<file path="src/ieflg_defs.vh">
`ifndef IEFLG_DEFS_VH
`define IEFLG_DEFS_VH

// ==========================================================================
// Register byte addresses
`define IEFLG_ADDR_VCW_LO 8'h00
`define IEFLG_ADDR_VCW_HI 8'h04
`define IEFLG_ADDR_IRQ_STATUS 8'h08
`define IEFLG_ADDR_IRQ_MASK 8'h0C
`define IEFLG_ADDR_W 8

// ==========================================================================
// Field layout of the interface error field
`define IEFLG_FIELD_W 8
`define IEFLG_BIT_RESP_ERROR_RECEIVED 0
`define IEFLG_BIT_RESP_ERROR_SENT 1
`define IEFLG_BIT_BAD_REGISTER 2
`define IEFLG_BIT_UNEXPECTED_RESPONSE 3
`define IEFLG_STD_W 6
`define IEFLG_RESERVED_MASK 8'hC0

// ==========================================================================
// Reset values
`define IEFLG_FIELD_RESET 8'h00
`define IEFLG_MASK_RESET 8'h00
`define IEFLG_IRQ_RESET 8'h00
`define IEFLG_MERR_VALUE 8'h00

// ==========================================================================
// Defaults of the identity parameters; values are arbitrary
`define IEFLG_DEF_IMPL 6'h0F
`define IEFLG_DEF_MOD_VERS 16'h0001
`define IEFLG_DEF_MOD_ID 16'h0A5A
`define IEFLG_DEF_BOT_MB 8'h10
`define IEFLG_DEF_TOP_MB 8'h10

// ==========================================================================
// AHB encodings
`define IEFLG_HTRANS_NONSEQ_BIT 1
`define IEFLG_HRESP_OKAY 1'b0

`endif

</file>
<file path="src/ieflg_regs.v">
`timescale 1ns/1ps
`include "ieflg_defs.vh"
// Function
// - The error field is eight bits wide and its two reserved bits read zero.
// - Six flags are standard, any subset is implemented, the rest act reserved.
// - Every flag is zero after a hard reset.
// - Hardware sets an implemented flag to one on its error condition.
// - Hardware never clears a flag except at hard reset.
// - Software may read and write the flags at any time and reads see them now.
// - When one request raises several conditions, this module sets them all.
// - Bit 0 is set when an error response arrives from the packet router.
// - Bit 1 is set when this module sends an error response to the router.
// - Bit 2 is set when a request targets an undefined control register.
// - A write to an implemented flag replaces it with the written value unless its error condition sets it in the same cycle.
// - A write to an unimplemented flag leaves the state unchanged.
// - Bit 3 is set when a response matches no outstanding request.
// - The flags sit in bits 7:0 of the version control word at offset zero.

module ieflg_regs #(
  parameter [5:0] IMPL_MASK = `IEFLG_DEF_IMPL,
  parameter [15:0] MOD_VERS = `IEFLG_DEF_MOD_VERS,
  parameter [15:0] MOD_ID = `IEFLG_DEF_MOD_ID,
  parameter [7:0] BOT_MB = `IEFLG_DEF_BOT_MB,
  parameter [7:0] TOP_MB = `IEFLG_DEF_TOP_MB
) (
  input wire hclk,
  input wire hresetn,
  input wire hsel,
  input wire [31:0] haddr,
  input wire [1:0] htrans,
  input wire hwrite,
  input wire [2:0] hsize,
  input wire [31:0] hwdata,
  input wire hready,
  output wire hreadyout,
  output wire hresp,
  output reg [31:0] hrdata,
  input wire resp_error_received,
  input wire resp_error_sent,
  input wire bad_register_request,
  input wire unexpected_response,
  input wire [1:0] std_error_extra,
  input wire router_only_responder,
  input wire router_response_valid,
  output wire [7:0] interface_error_field,
  output wire irq
);

  // ========================================================================
  // Bus address phase capture
  reg wr_pend_q;
  reg [`IEFLG_ADDR_W-1:0] wr_addr_q;
  reg unmapped_q;
  wire addr_phase;
  wire [`IEFLG_ADDR_W-1:0] a_addr;
  wire a_mapped;
  wire a_word;

  assign addr_phase = hsel & hready & htrans[`IEFLG_HTRANS_NONSEQ_BIT];
  assign a_addr = haddr[`IEFLG_ADDR_W-1:0];
  assign a_word = (hsize == 3'h2) && (haddr[1:0] == 2'h0);
  assign a_mapped = (haddr[31:`IEFLG_ADDR_W] == 24'h000000) && a_word &&
                    ((a_addr == `IEFLG_ADDR_VCW_LO) ||
                     (a_addr == `IEFLG_ADDR_VCW_HI) ||
                     (a_addr == `IEFLG_ADDR_IRQ_STATUS) ||
                     (a_addr == `IEFLG_ADDR_IRQ_MASK));

  // Zero wait states, so no access is ever stalled
  assign hreadyout = 1'b1;
  assign hresp = `IEFLG_HRESP_OKAY;

  always @(posedge hclk or negedge hresetn) begin
    if (!hresetn) begin
      wr_pend_q <= 1'b0;
      wr_addr_q <= 8'h00;
      unmapped_q <= 1'b0;
    end else begin
      wr_pend_q <= addr_phase & hwrite & a_mapped;
      wr_addr_q <= a_addr;
      unmapped_q <= addr_phase & ~a_mapped;
    end
  end

  // ========================================================================
  // Hardware error events
  wire [5:0] evt;
  wire unsolicited;

  // A module that never issues requests sees every response as unexpected
  assign unsolicited = unexpected_response |
                       (router_only_responder & router_response_valid);

  // Conditions raised together are all recorded, none suppressed
  assign evt[`IEFLG_BIT_RESP_ERROR_RECEIVED] = resp_error_received;
  assign evt[`IEFLG_BIT_RESP_ERROR_SENT] = resp_error_sent;
  // Unmapped register bus accesses count as undefined register requests
  assign evt[`IEFLG_BIT_BAD_REGISTER] = bad_register_request |
                                        unmapped_q;
  assign evt[`IEFLG_BIT_UNEXPECTED_RESPONSE] = unsolicited;
  assign evt[5:4] = std_error_extra;

  // ========================================================================
  // Interface error field
  reg [5:0] flags_q;
  reg [5:0] flags_d;
  wire wr_vcw_lo;
  wire [5:0] evt_impl;

  assign wr_vcw_lo = wr_pend_q && (wr_addr_q == `IEFLG_ADDR_VCW_LO);
  assign evt_impl = evt & IMPL_MASK;

  always @* begin
    flags_d = flags_q;
    if (wr_vcw_lo) begin
      flags_d = (hwdata[5:0] & IMPL_MASK) |
                (flags_q & ~IMPL_MASK);
    end
    // Set applied last so a coincident write cannot drop an error
    flags_d = flags_d | evt_impl;
  end

  always @(posedge hclk or negedge hresetn) begin
    if (!hresetn) begin
      flags_q <= 6'h00;
    end else begin
      flags_q <= flags_d & IMPL_MASK;
    end
  end

  // Two top bits are reserved and always read zero
  assign interface_error_field = {2'b00, flags_q};

  // ========================================================================
  // Interrupt status and mask
  reg [7:0] irq_stat_q;
  reg [7:0] irq_stat_d;
  reg [7:0] irq_mask_q;
  reg [7:0] irq_mask_d;
  wire wr_stat;
  wire wr_mask;
  wire [7:0] evt_byte;

  assign wr_stat = wr_pend_q && (wr_addr_q == `IEFLG_ADDR_IRQ_STATUS);
  assign wr_mask = wr_pend_q && (wr_addr_q == `IEFLG_ADDR_IRQ_MASK);
  assign evt_byte = {2'b00, evt_impl};

  always @* begin
    irq_stat_d = irq_stat_q;
    irq_mask_d = irq_mask_q;
    if (wr_stat) begin
      irq_stat_d = irq_stat_q & ~hwdata[7:0];
    end
    if (wr_mask) begin
      irq_mask_d = hwdata[7:0] & ~`IEFLG_RESERVED_MASK;
    end
    // New events outrank a write-one-to-clear in the same cycle
    irq_stat_d = irq_stat_d | evt_byte;
  end

  always @(posedge hclk or negedge hresetn) begin
    if (!hresetn) begin
      irq_stat_q <= `IEFLG_IRQ_RESET;
      irq_mask_q <= `IEFLG_MASK_RESET;
    end else begin
      irq_stat_q <= irq_stat_d;
      irq_mask_q <= irq_mask_d;
    end
  end

  assign irq = |(irq_stat_q & irq_mask_q);

  // ========================================================================
  // Read data
  // Read path uses next-state values so a write just before a read is seen
  reg [31:0] rd_d;

  always @* begin
    rd_d = 32'h00000000;
    case (a_addr)
      `IEFLG_ADDR_VCW_LO: begin
        rd_d = {MOD_VERS, `IEFLG_MERR_VALUE, 2'b00, flags_d};
      end
      `IEFLG_ADDR_VCW_HI: begin
        rd_d = {TOP_MB, BOT_MB, MOD_ID};
      end
      `IEFLG_ADDR_IRQ_STATUS: begin
        rd_d = {24'h000000, irq_stat_d};
      end
      `IEFLG_ADDR_IRQ_MASK: begin
        rd_d = {24'h000000, irq_mask_d};
      end
      default: begin
        rd_d = 32'h00000000;
      end
    endcase
  end

  always @(posedge hclk or negedge hresetn) begin
    if (!hresetn) begin
      hrdata <= 32'h00000000;
    end else if (addr_phase & ~hwrite) begin
      hrdata <= a_mapped ? rd_d : 32'h00000000;
    end
  end

endmodule

</file>
<file path="config.mk">
export PLATFORM = sky130hd
export DESIGN_NAME = ieflg_regs
export DESIGN_NICKNAME = d
export VERILOG_FILES = /design/src/ieflg_regs.v
export VERILOG_INCLUDE_DIRS = /design/src /design/src/src
export SDC_FILE = /design/constraint.sdc
export NUM_CORES = 1
export LEC_CHECK = 0
export ABC_CLOCK_PERIOD_IN_PS = 2500
export BUFFER_PORTS_ARGS = -buffer_cell sky130_fd_sc_hd__buf_2
export CAP_MARGIN = 20
export CORE_MARGIN = 3
export CORE_UTILIZATION = 43
export DETAILED_ROUTE_END_ITERATION = 6
export PLACE_DENSITY_LB_ADDON = 0.2
export SETUP_SLACK_MARGIN = 0.05
export SLEW_MARGIN = 10
export SYNTH_ARGS = -nofsm -noshare
export SYNTH_HDL_FRONTEND = slang
export SYNTH_SLANG_ARGS = --single-unit
</file>
<file path="constraint.sdc">
create_clock -name hclk -period 2.5 [get_ports hclk]
set_clock_uncertainty 0.15 [all_clocks]
set_input_delay 0.5 -clock hclk [delete_from_list [all_inputs] [get_ports hclk]]
set_output_delay 0.5 -clock hclk [all_outputs]
set_load 0.05 [all_outputs]
</file>
==> reports/results.ini <==
[placement]
post-place-cells = 326
place_ws_ns = 0.219
dp_hpwl_um = 3920
port_buffers = 72
dpl_cell_area_um2 = 2430
gp_routability_congestion = 0.831

[pwr]
power_density_nw_per_um2 = 549
irDropWorstVdd_uv = 253
power.internal_mw = 1.03
switching_share = 0.267
seqPwrFrac = 0.473
p_clk_frac = 0.399
switchingPower_mw = 0.375
comb_power_share = 0.128
total_power_mw = 1.41
leakage_nw = 1.23

[job]
cap_viol_max_count = 0

[floorplan]
die_w_um = 75.3
start_util = 0.458
fp.coreArea_um2 = 4500
io_pins = 125
die-area_um2 = 5670
fp.dieH_um = 75.3
placementRows = 24

[sta]
setup_viol = 0
finalHoldViolCount = 0
fin_crit_ns = 2.28
period_share = 0.913
tns_ns = 0
slew_violations = 0
holdWs_ns = 0.174
max_freq_mhz = 438
final.setup.worst_slack_ns = 0.218
rsz0062_at_grt = false

[yosys]
ys_seq_area_frac = 0.485
synth_top_flop_cell = dfrtp_1
synth_area_um2 = 2060
ys_seq_elements = 40
synth_edf_count = 0
syn_area_per_cell_um2 = 10.4
synthArstFlopShare = 1.00
ys_warn_count = 0
netlist_instances = 199
synth_cell_types = 51

[global_routing]
antenna_found_initial = 0
grt_max_degree = 24
first_global_vias = 1614
grt.total_usage = 0.182
grt_pass1_wl_um = 7600
grt_overflow_total = 0

[setup_path]
cp-start-kind = flop
end_kind = flop
crit_type = flop to flop
crit_required_ns = 2.54
crit_arrival_ns = 2.32
critical_path.max_fanout = 8

[finish]
mostFrequentLayoutCells = buf_2 (72), dfrtp_1 (40), conb_1 (25), nand2_1 (16), buf_4 (11)
final_area_um2 = 2560
final_common_cell = buf_2
syn2layout_area_growth_pct = 24.1
drive_gt1_frac = 0.375
nNetsFinal = 364
fin_cells = 335
diodes = 0
fin_util = 0.568

[clocking]
numClockSinks = 40
clockRootBuffer = clkbuf_8
clk_path_buf_depth = 2
htreeDepth = 2
clkLatencyLatePin_ns = 0.30
path_clk_slew_ns = 0.09
cts_made_buffers = 5
post_cts_resized = 0
cts_tree = built

[drt]
drt-initial-drc-count = 142
drc_errors = 0
postRouteAntennaNets = 0
viasPerCell = 5.24
wl_per_cell_um = 14.7
drt-total-wl_um = 4920
first_pass_iters = 4
vias = 1754

[hold_path]
hold_path_class = primary input to flop

[run_status]
status = complete, no violations

-- worst max-delay path, stage by stage, from the launching register on --
cell and delay (ns):
dfrtp_1 0.39, or4_1 0.51, buf_4 0.19, nor3_4 0.29, buf_4 0.18, a31oi_1 0.10
a222oi_1 0.28, o21ai_1 0.09
-- area by class of cell --
type	count	area (um^2)
repair buffers	84	453
fillers	402	1940
flip-flops and latches	40	1000
clock inverters	2	38.8
well taps	52	65.1
multi-input cells	145	897
inverters	6	22.5
clock buffers	6	82.6
-- path summary, 6_finish.rpt --
kind | cells past startpoint | startpoint | endpoint | slack (ns)
min in group asynchronous | 2 | hresetn | flags_q[1] | 0.51
max in group asynchronous | 3 | hresetn | hrdata[1] | 1.05
max reg2reg | 7 | wr_addr_q[5] | hrdata[0] | 0.22
min reg2reg | 2 | hrdata[16] | hrdata[16] | 0.32
max | 7 | wr_addr_q[5] | hrdata[0] | 0.22
min | 1 | haddr[6] | wr_addr_q[6] | 0.17
-- cell families after synthesis --
family | after synthesis | share of synthesized area
other | 2 | 0.00364
muxes | 4 | 0.0212
DFF | 40 | 0.485
AOI/OAI and AO/OA | 45 | 0.153
buffers and inverters | 37 | 0.122
and+or+nand+nor | 71 | 0.215
-- routing by layer --
metal  GRT usage  vias to the layer above  part of all wire  routed length, um
li1            -                      844                 -                  -
met2       0.286                       98              0.48               2360
met4      0.0641                        0             0.013                 62
met1       0.249                      807              0.41               2030
met3      0.0414                        5             0.096                474
met5           0                        -                 0                  0
-- registers in the layout, summed over array words and instances (netlist names) --
signal      flops
hrdata         10
irq_mask_q      8
irq_stat_q      8
wr_addr_q       8
flags_q         4
unmapped_q      1
wr_pend_q       1
-- cell usage after synthesis, types with 3 or more instances --
cell type  instances  share of area
nand4_1            5          0.015
a21oi_1            3         0.0073
a22oi_1            6          0.022
a21boi_1           3          0.011
o21ai_1            6          0.015
dfrtp_1           40           0.49
nand2_1           16          0.029
inv_1              6          0.011
buf_4             28           0.10
nor2_1            10          0.018
nor4_2             4          0.024
nand3_1            4         0.0097
o21ai_0            4         0.0097
nor3_1             3         0.0073
and2_1             5          0.015
nor4_1             6          0.018
a31oi_1            8          0.024
o31ai_1            3          0.011
-- power groups by stage --
stage	Clock, mW	Sequential [mW]	Combinational, mW
after floorplan	0	0.675	0.141
after global placement	0	0.677	0.178
final	0.560	0.665	0.180
after global routing	0.603	0.666	0.196
after detailed placement	0	0.677	0.179
after CTS	0.568	0.664	0.181
-- repair_timing --
action / CTS / global route
hold endpoints to repair: 17 / 0
hold buffers: 1 / 0
setup buffers: 0 / 0
No activity file was read; power rests on OpenSTA's default activity.
